`config.mk`:
```
export PLATFORM = sky130hd
export DESIGN_NAME = aps_host
export DESIGN_NICKNAME = d
export VERILOG_FILES = /design/src/inc/aps_pkg.sv /design/src/hw/aps_sync3.sv /design/src/hw/aps_host.sv
export SDC_FILE = /design/constraint.sdc
export NUM_CORES = 1
export LEC_CHECK = 0
export ABC_AREA = 1
export BUFFER_PORTS_ARGS = -buffer_cell sky130_fd_sc_hd__buf_2
export CAP_MARGIN = 20
export CORE_ASPECT_RATIO = 1.4
export CORE_UTILIZATION = 40
export DETAILED_ROUTE_END_ITERATION = 10
export HOLD_SLACK_MARGIN = 0.03
export PLACE_DENSITY = 0.57
export RECOVER_POWER = 50
export SYNTH_ARGS = -nofsm -noshare
export SYNTH_HDL_FRONTEND = slang
export SYNTH_SLANG_ARGS = --single-unit
```
`constraint.sdc`:
```
create_clock -name sys_clk -period 5.3 [get_ports sys_clk]
set_clock_uncertainty 0.15 [all_clocks]
set_input_delay 1.325 -clock sys_clk [delete_from_list [all_inputs] [get_ports sys_clk]]
set_output_delay 1.325 -clock sys_clk [all_outputs]
set_load 0.02 [all_outputs]
```
`src/inc/aps_pkg.sv`:
```
// package for the async page psram host controller
`default_nettype none
package aps_pkg;
	// ************************************************************
	// widths
	// ************************************************************
	localparam int APS_AW = 22;
	localparam int APS_DW = 16;
	// ************************************************************
	// timing (125 MHz, 8 ns)
	// ************************************************************
	localparam int CLK_PERIOD_PS   = 8000;
	localparam int INIT_TIME_NS    = 150000;
	localparam int SLEEP_MIN_NS    = 10000;
	localparam int ACCESS_TIME_NS  = 70;
	localparam int PAGE_TIME_NS    = 20;
	localparam int SEL_MAX_NS      = 4000;
	localparam int INIT_CYC  = (INIT_TIME_NS * 1000 + CLK_PERIOD_PS - 1) / CLK_PERIOD_PS;
	localparam int SLEEP_CYC = (SLEEP_MIN_NS * 1000 + CLK_PERIOD_PS - 1) / CLK_PERIOD_PS + 1;
	localparam int ACC_CYC   = (ACCESS_TIME_NS * 1000 + CLK_PERIOD_PS - 1) / CLK_PERIOD_PS;
	localparam int PAGE_CYC  = (PAGE_TIME_NS * 1000 + CLK_PERIOD_PS - 1) / CLK_PERIOD_PS;
	localparam int SEL_MAX_CYC = (SEL_MAX_NS * 1000) / CLK_PERIOD_PS;
	// ************************************************************
	// configuration word layout
	// ************************************************************
	localparam logic [15:0] CFG_RESET     = 16'h0010;
	localparam int          CFG_SLEEP_BIT = 4;
	localparam int          CFG_PAGE_BIT  = 7;
	localparam int          PAGE_LSB      = 4;
	// ************************************************************
	// commands and pins
	// ************************************************************
	typedef enum logic [1:0] {
		APS_CMD_READ  = 2'h0,
		APS_CMD_WRITE = 2'h1,
		APS_CMD_CFG   = 2'h2,
		APS_CMD_SLEEP = 2'h3
	} aps_cmd_t;
	typedef struct packed {
		aps_cmd_t            cmd;
		logic [APS_AW-1:0]   addr;
		logic [APS_DW-1:0]   wdata;
		logic [1:0]          be;
	} aps_req_t;
	typedef struct packed {
		logic                chip_sel_n;
		logic                out_drv_n;
		logic                wr_strobe_n;
		logic                low_byte_strobe_n;
		logic                high_byte_strobe_n;
		logic                sleep_request_n;
		logic [APS_AW-1:0]   addr;
		logic [APS_DW-1:0]   dq_out;
		logic                dq_oe;
	} aps_pins_t;
endpackage : aps_pkg
`default_nettype wire

```
`src/hw/aps_sync3.sv`:
```
// three-stage input synchroniser with agreement filter
`default_nettype none
module aps_sync3 #(
	parameter int W = 16
) (
	// clock and reset
	input  wire logic         sys_clk,
	input  wire logic         sys_rst,
	// data
	input  wire logic [W-1:0] din,
	output logic      [W-1:0] dout
);
	typedef struct packed {
		logic [W-1:0] s1;
		logic [W-1:0] s2;
		logic [W-1:0] s3;
		logic [W-1:0] q;
	} aps_sync_t;
	aps_sync_t st_r;
	aps_sync_t st_nxt;
	always_comb begin
		st_nxt    = st_r;
		st_nxt.s1 = din;
		st_nxt.s2 = st_r.s1;
		st_nxt.s3 = st_r.s2;
		// change counts only once stage two and three agree
		for (int i = 0; i < W; i++) begin
			if (st_r.s2[i] == st_r.s3[i]) begin
				st_nxt.q[i] = st_r.s3[i];
			end
		end
	end
	always_ff @(posedge sys_clk) begin
		if (sys_rst) begin
			st_r <= '0;
		end else begin
			st_r <= st_nxt;
		end
	end
	assign dout = st_r.q;
endmodule // aps_sync3
`default_nettype wire

```
`src/hw/aps_host.sv`:
```
// host-side controller driving the async page psram pins
// Notes on behaviour
// [RQ1] device self-initialises after power up; host waits the init time first
// [RQ2] chip select held high during the whole initialisation period
// [RQ3] bus starts in plain asynchronous mode after power up
// [RQ4] read: select, output drive, byte strobes low, write strobe high
// [RQ5] write: select, write strobe, byte strobes low; output drive kept high
// [RQ6] write data held stable until strobes rise together
// [RQ7] select and write strobe never held low beyond the maximum time
// [RQ8] page reads shorten the wait when only address bits 3:0 change
// [RQ9] byte strobes low only for lanes to be written
// [RQ10] both byte strobes low during every read
// [RQ11] both strobes high keeps data bus idle though selected
// [RQ12] standby whenever select and sleep pin are both high
// [RQ13] device drops power after access; host returns pins to idle
// [RQ14] partial refresh may lose unrefreshed data
// [RQ15] no reads or writes issued while sleeping
// [RQ16] partial refresh entered by holding sleep low beyond minimum time
// [RQ17] sleep pin high leaves partial refresh at once
// [RQ18] software sequence setting sleep bit starts partial refresh
// [RQ19] after software config write, sleep low no longer starts partial refresh
// [RQ20] deep sleep entered by sleep low with sleep bit zero
// [RQ21] leaving deep sleep needs a new initialisation period
// [RQ22] configuration word defaults to 0010h
// [RQ23] configuration bit 7 enables page reads
// [RQ24] bits 2:0 select the refreshed part of the array
// [RQ25] sleep low plus write loads configuration from the address pins
// [RQ26] sleep pin kept high during normal reads and writes
`default_nettype none
module aps_host
	import aps_pkg::*;
#(
	parameter int INIT_CYCLES = INIT_CYC
) (
	// clock and reset
	input  wire logic              sys_clk,
	input  wire logic              sys_rst,
	// user request
	input  wire logic              req_valid,
	output logic                   req_ready,
	input  wire aps_pkg::aps_req_t req,
	input  wire logic              wake,
	// user answer
	output logic                   rsp_valid,
	output logic [15:0]            rsp_rdata,
	output logic                   asleep,
	output logic [15:0]            cfg_shadow,
	// device pins
	output aps_pkg::aps_pins_t     pins,
	input  wire logic [15:0]       dq_in
);
	import aps_pkg::*;
	initial begin
		if (INIT_CYCLES < 1) begin
			$error("INIT_CYCLES must be at least one");
		end
	end
	// ************************************************************
	// state
	// ************************************************************
	typedef enum logic [6:0] {
		S_INIT  = 7'h01,
		S_IDLE  = 7'h02,
		S_RD    = 7'h04,
		S_WR    = 7'h08,
		S_CFG   = 7'h10,
		S_SLEEP = 7'h20,
		S_REC   = 7'h40
	} aps_state_t;
	typedef struct packed {
		aps_state_t  st;
		logic [17:0] cnt;
		logic [15:0] cfg;
		logic        deep;
		logic        page_ok;
		logic [17:0] page_tag;
		logic        rsp;
		logic [15:0] rdata;
		aps_pins_t   p;
	} aps_host_t;
	aps_host_t r_r;
	aps_host_t r_nxt;
	logic [15:0] dq_sync;
	// pin input crosses from the device; settled data only reaches the host
	aps_sync3 #(.W(16)) u_dq_sync (
		.sys_clk (sys_clk),
		.sys_rst (sys_rst),
		.din     (dq_in),
		.dout    (dq_sync)
	);
	function automatic aps_pins_t idle_pins(input aps_pins_t p);
		aps_pins_t q;
		q                    = p;
		q.chip_sel_n         = 1'b1;
		q.out_drv_n          = 1'b1;
		q.wr_strobe_n        = 1'b1;
		q.low_byte_strobe_n  = 1'b1;
		q.high_byte_strobe_n = 1'b1;
		q.sleep_request_n    = 1'b1;
		q.dq_oe              = 1'b0;
		return q;
	endfunction
	// ************************************************************
	// next state
	// ************************************************************
	always_comb begin
		r_nxt     = r_r;
		r_nxt.rsp = 1'b0;
		case (r_r.st)
			S_INIT: begin
				r_nxt.p = idle_pins(r_r.p); // [RQ2]
				if (r_r.cnt == 18'(INIT_CYCLES - 1)) begin
					r_nxt.st  = S_IDLE; // [RQ1] [RQ21]
					r_nxt.cnt = '0;
				end else begin
					r_nxt.cnt = r_r.cnt + 18'h1;
				end
			end
			S_IDLE: begin
				r_nxt.p   = idle_pins(r_r.p); // [RQ12] [RQ13] [RQ26]
				r_nxt.cnt = '0;
				if (req_valid) begin
					r_nxt.p.addr = req.addr;
					case (req.cmd)
						APS_CMD_READ: begin
							r_nxt.st                   = S_RD;
							r_nxt.p.chip_sel_n         = 1'b0; // [RQ4]
							r_nxt.p.out_drv_n          = 1'b0;
							r_nxt.p.low_byte_strobe_n  = 1'b0; // [RQ10]
							r_nxt.p.high_byte_strobe_n = 1'b0;
						end
						APS_CMD_WRITE: begin
							r_nxt.st                   = S_WR;
							r_nxt.p.chip_sel_n         = 1'b0; // [RQ5]
							r_nxt.p.wr_strobe_n        = 1'b0;
							r_nxt.p.low_byte_strobe_n  = ~req.be[0]; // [RQ9] [RQ11]
							r_nxt.p.high_byte_strobe_n = ~req.be[1];
							r_nxt.p.dq_out             = req.wdata;
							r_nxt.p.dq_oe              = 1'b1;
						end
						APS_CMD_CFG: begin
							r_nxt.st                = S_CFG;
							r_nxt.p.sleep_request_n = 1'b0; // [RQ25]
							r_nxt.p.chip_sel_n      = 1'b0;
							r_nxt.p.wr_strobe_n     = 1'b0;
							// loads only through the sleep pin, so it keeps its low-power role
							r_nxt.cfg               = req.addr[15:0]; // [RQ18] [RQ19]
							r_nxt.page_ok           = 1'b0;
						end
						default: begin
							r_nxt.st                = S_SLEEP;
							r_nxt.p.sleep_request_n = 1'b0; // [RQ16] [RQ20]
							r_nxt.deep              = ~r_r.cfg[CFG_SLEEP_BIT];
						end
					endcase
				end
			end
			S_RD: begin
				r_nxt.cnt = r_r.cnt + 18'h1;
				// short wait only inside an already opened page
				// four more cycles cover the pin synchroniser latency
				if ((r_r.cnt == 18'(ACC_CYC + 4)) || (r_r.page_ok && r_r.cfg[CFG_PAGE_BIT] &&
				    r_r.page_tag == r_r.p.addr[APS_AW-1:PAGE_LSB] &&
				    r_r.cnt == 18'(PAGE_CYC + 4))) begin // [RQ8] [RQ23] [RQ3]
					r_nxt.rdata    = dq_sync;
					r_nxt.rsp      = 1'b1;
					r_nxt.page_ok  = 1'b1;
					r_nxt.page_tag = r_r.p.addr[APS_AW-1:PAGE_LSB];
					r_nxt.st       = S_IDLE;
					r_nxt.p        = idle_pins(r_r.p); // [RQ7]
				end
			end
			S_WR, S_CFG: begin
				r_nxt.cnt = r_r.cnt + 18'h1;
				if (r_r.cnt == 18'(ACC_CYC)) begin
					// all strobes rise together, data held one more cycle
					r_nxt.p.chip_sel_n         = 1'b1; // [RQ6] [RQ7]
					r_nxt.p.wr_strobe_n        = 1'b1;
					r_nxt.p.low_byte_strobe_n  = 1'b1;
					r_nxt.p.high_byte_strobe_n = 1'b1;
				end else if (r_r.cnt == 18'(ACC_CYC + 1)) begin
					r_nxt.p   = idle_pins(r_r.p);
					r_nxt.rsp = 1'b1;
					r_nxt.st  = S_IDLE;
					r_nxt.page_ok = 1'b0;
				end
			end
			S_SLEEP: begin
				// no access is issued until woken [RQ15] [RQ14]
				if (r_r.cnt != 18'(SLEEP_CYC)) begin
					r_nxt.cnt = r_r.cnt + 18'h1;
				end else if (wake) begin
					r_nxt.p.sleep_request_n = 1'b1; // [RQ17]
					r_nxt.cnt     = '0;
					r_nxt.page_ok = 1'b0;
					r_nxt.st      = r_r.deep ? S_INIT : S_REC; // [RQ21]
				end
			end
			S_REC: begin
				r_nxt.st = S_IDLE;
			end
			default: begin
				r_nxt.st = S_INIT;
			end
		endcase
	end
	always_ff @(posedge sys_clk) begin
		if (sys_rst) begin
			r_r       <= '0;
			r_r.st    <= S_INIT;
			r_r.cfg   <= CFG_RESET; // [RQ22] [RQ24]
			r_r.p.chip_sel_n         <= 1'b1;
			r_r.p.out_drv_n          <= 1'b1;
			r_r.p.wr_strobe_n        <= 1'b1;
			r_r.p.low_byte_strobe_n  <= 1'b1;
			r_r.p.high_byte_strobe_n <= 1'b1;
			r_r.p.sleep_request_n    <= 1'b1;
		end else begin
			r_r <= r_nxt;
		end
	end
	assign req_ready  = (r_r.st == S_IDLE);
	assign rsp_valid  = r_r.rsp;
	assign rsp_rdata  = r_r.rdata;
	assign asleep     = (r_r.st == S_SLEEP);
	assign cfg_shadow = r_r.cfg;
	assign pins       = r_r.p;
endmodule // aps_host
`default_nettype wire

```
==> results.yml <==
outcome:
  status: "finished, violations left"
  violations: "max-capacitance violations, max-slew violations"
floorplan:
  dieHeight_um: 173
  ioPinCount: 142
  die_area_um2: 21400
  start_util_pct: 40.7
  coreArea_um2: 20500
  die_w_um: 124
  rows: 62
critical_path:
  crit_slowest_cell: "clkbuf_1"
  timing.rr.start: "r_r[99]"
  cpLargestDelayFamily: "buffers and inverters"
  end_kind: "flop"
  startpoint_type: "input pin"
  worstSetupPathType: "in2reg"
  critPathBufInv: 4
  worstPathRequired_ns: 5.51
  cp.arrival_ns: 4.10
  max_stage_delay_ns: 1.26
  path_common_cell: "clkbuf_1"
  cp_max_fo: 39
  ff2ff_path_depth: 13
  r2r_slack_ns: 2.41
  r2r_end: "rsp_rdata[15]"
  crit_chain: "clkbuf_1, inv_1, clkbuf_1, buf_4, o21ai_0, a21oi_1"
clock_network:
  clk_path_buf_depth: 2
  insertion_delay_ns: 0.43
  cts_setup_buffers: 0
  cts_tree: "yes"
  cts_hold_buf: 0
  cts_resized: 0
  cts_made_buffers: 17
  cts-root-buf: "clkbuf_16"
  cts_sinks: 187
  clk_pin_slew_worst_paths_ns: 0.07
  cts.htree.levels: 4
placement:
  post-dp-hpwl_um: 14500
  post-place-ws_ns: 1.97
  port_buffers: 141
  dp_cells: 1442
  place_area_um2: 8660
  gp_congestion: 0.856
sta:
  finalCritPeriodShare_pct: 73.4
  grt_setup_unrepaired: "false"
  fin_ws_ns: 1.41
  clock.fmax_mhz: 257
  min_period_ns: 3.89
  drv_slew: 97
  setup_viol: 0
  slew_headroom_pct: -74.6
  finalHoldViolations: 0
  worstMarginPinSlew_ns: 2.62
  finalSetupTns_ns: 0
logic_synthesis:
  synth_nets: 1229
  yosysUniqueCellTypes: 35
  yosys.area_share.simple_pct: 24.0
  synth-compound-area-share_pct: 12.5
  synth_mux_area_share_pct: 0
  synthesis.area_um2: 8340
  ys_ff_latch: 187
  synth_cells: 1158
  ys_seq_area_share_pct: 44.9
  synthAdderAreaFrac_pct: 1.35
  yosys_warnings: 0
  synth_xor_area_share_pct: 0.840
  postSynthAreaPerCell_um2: 7.20
  synth_top_family_by_area: "simple AND/OR/NAND/NOR gates"
power:
  leakage_nw: 4.08
  p_per_area_nw_per_um2: 391
  ir_drop_uv: 220
global_routing:
  grt_pass1_vias: 6547
  grt_pass1_wl_um: 32000
  grt_usage_pct: 19.1
  grt-ovfl-total: 0
  antenna_found_initial: 1
  grt_max_degree: 61
layout:
  final_cell_mix: "203 x nor2_1, 187 x dfxtp_1, 161 x nand2_1, 150 x inv_1, 115 x o21ai_0"
  fin_cells: 1475
  nets: 1276
  multi_input_area_um2: 3230
  layout.filler_cells: 2215
  seqCellArea_um2: 3740
  final_common_cell: "nor2_1"
  area_growth_pct: 9.53
  final_area_um2: 9130
  drive_gt1_share_pct: 13.3
route:
  num_vias: 6930
  drt_pre_antenna_iters: 5
  drt-vias-per-instance: 4.70
  wirelength_um: 19700
  drt-initial-drc-count: 334
  detail_route.wl_per_cell_um: 13.3
  ant_nets: 0
  drc: 0
min_path:
  hold_start: "u_dq_sync.st_nxt[38]"
  hp-class: "reg2reg"
  hold_depth: 2
  worstHoldEndpoint: "u_dq_sync.st_nxt[22]"
job:
  cap_violations: 2
==> cells by family after synthesis <==
family          count (synthesis)
buf+inv                       281
flops                         187
xor+xnor                        8
simple gates                  468
fa+ha+maj                       9
compound gates                205
==> worst min-delay path, cell delays in order, from the launching register on <==
cell and delay, ns:
dfxtp_1 0.30, inv_1 0.04, nor2_1 0.03
==> per-stage QoR <==
stage / hold WS [ns] / utilization, % / total power [mW]
2_1_floorplan: 0.238 / - / 2.27
3_3_place_gp: 0.239 / 42.2 / 2.40
3_5_place_dp: 0.244 / 42.3 / 2.41
4_1_cts: 0.247 / 45.0 / 3.62
5_1_grt: 0.271 / 44.6 / 3.79
6_report: 0.250 / 44.6 / 3.57
==> cell type report <==
class                           count  share of cell area (%)
Antenna cell                        1                  0.0274
Clock buffer                       19                    4.85
Clock inverter                     13                    1.22
Inverter                          163                    6.70
Multi-Input combinational cell    690                    35.3
Sequential cell                   187                    41.0
Tap cell                          256                    3.51
Timing Repair Buffer              146                    7.38
==> metal layers <==
metal | global-route usage (%) | vias to the layer above | share of wire [%]
li1 | - | 3642 | -
met1 | 23.2 | 3146 | 44
met2 | 33.1 | 122 | 51
met3 | 3.50 | 20 | 3.6
met4 | 6.55 | 0 | 1.6
met5 | 0 | - | 0
==> how the worst max path moves through the flow <==
| stage | endpoint | slack (ns) | cells past startpoint | from |
|---|---|---|---|---|
| CTS | asleep | 2.01 | 4 | r_r[116] |
| finish | pins[26] | 1.41 | 6 | sys_rst |
| global route | pins[26] | 1.16 | 6 | sys_rst |
| global placement | pins[15] | 2.02 | 8 | req_valid |
| detailed placement | pins[16] | 1.97 | 8 | req_valid |
| floorplan | req_ready | 2.72 | 6 | r_r[118] |
==> flip-flops by register name, indices dropped and copies added, names as in the netlist <==
register	flops
pins	45
r_r	45
u_dq_sync.st_nxt	32
cfg_shadow	16
rsp_rdata	16
u_dq_sync.dout	16
u_dq_sync.st_r	16
rsp_valid	1
==> cells in the mapped netlist <==
master / count / area (um2)
nor2_1: 203 / 762
dfxtp_1: 187 / 3740
nand2_1: 161 / 604
inv_1: 150 / 563
o21ai_0: 115 / 576
a21oi_1: 81 / 405
buf_4: 77 / 578
nand3_1: 42 / 210
clkbuf_1: 28 / 105
nand4_1: 19 / 119
nor3_1: 14 / 70.1
inv_2: 13 / 48.8
ha_1: 9 / 113
buf_2: 8 / 40.0
nand2_2: 6 / 37.5
nor2_2: 5 / 31.3
nor2_4: 5 / 56.3
xor2_1: 5 / 43.8
nand3b_1: 4 / 30.0
buf_1: 3 / 11.3
xnor2_1: 3 / 26.3
and3_1: 2 / 12.5
buf_6: 2 / 22.5
nor3_2: 2 / 20.0
nor4_1: 2 / 12.5
o211ai_1: 2 / 15.0
o21ai_1: 2 / 10.0
a21o_1: 1 / 7.51
a21oi_2: 1 / 8.76
a31oi_1: 1 / 6.26
nand2_4: 1 / 11.3
nand3_2: 1 / 10.0
nor4_2: 1 / 12.5
o21ai_2: 1 / 8.76
o31ai_1: 1 / 7.51
==> where the power goes <==
group / internal [mW] / switching (mW) / total, mW / leakage [nW]
Combinational: 0.249 / 0.562 / 0.811 / 2.31
Sequential: 1.49 / 0.0661 / 1.55 / 1.52
Clock: 0.625 / 0.581 / 1.21 / 0.258
Power figures use the tool's default switching activity.
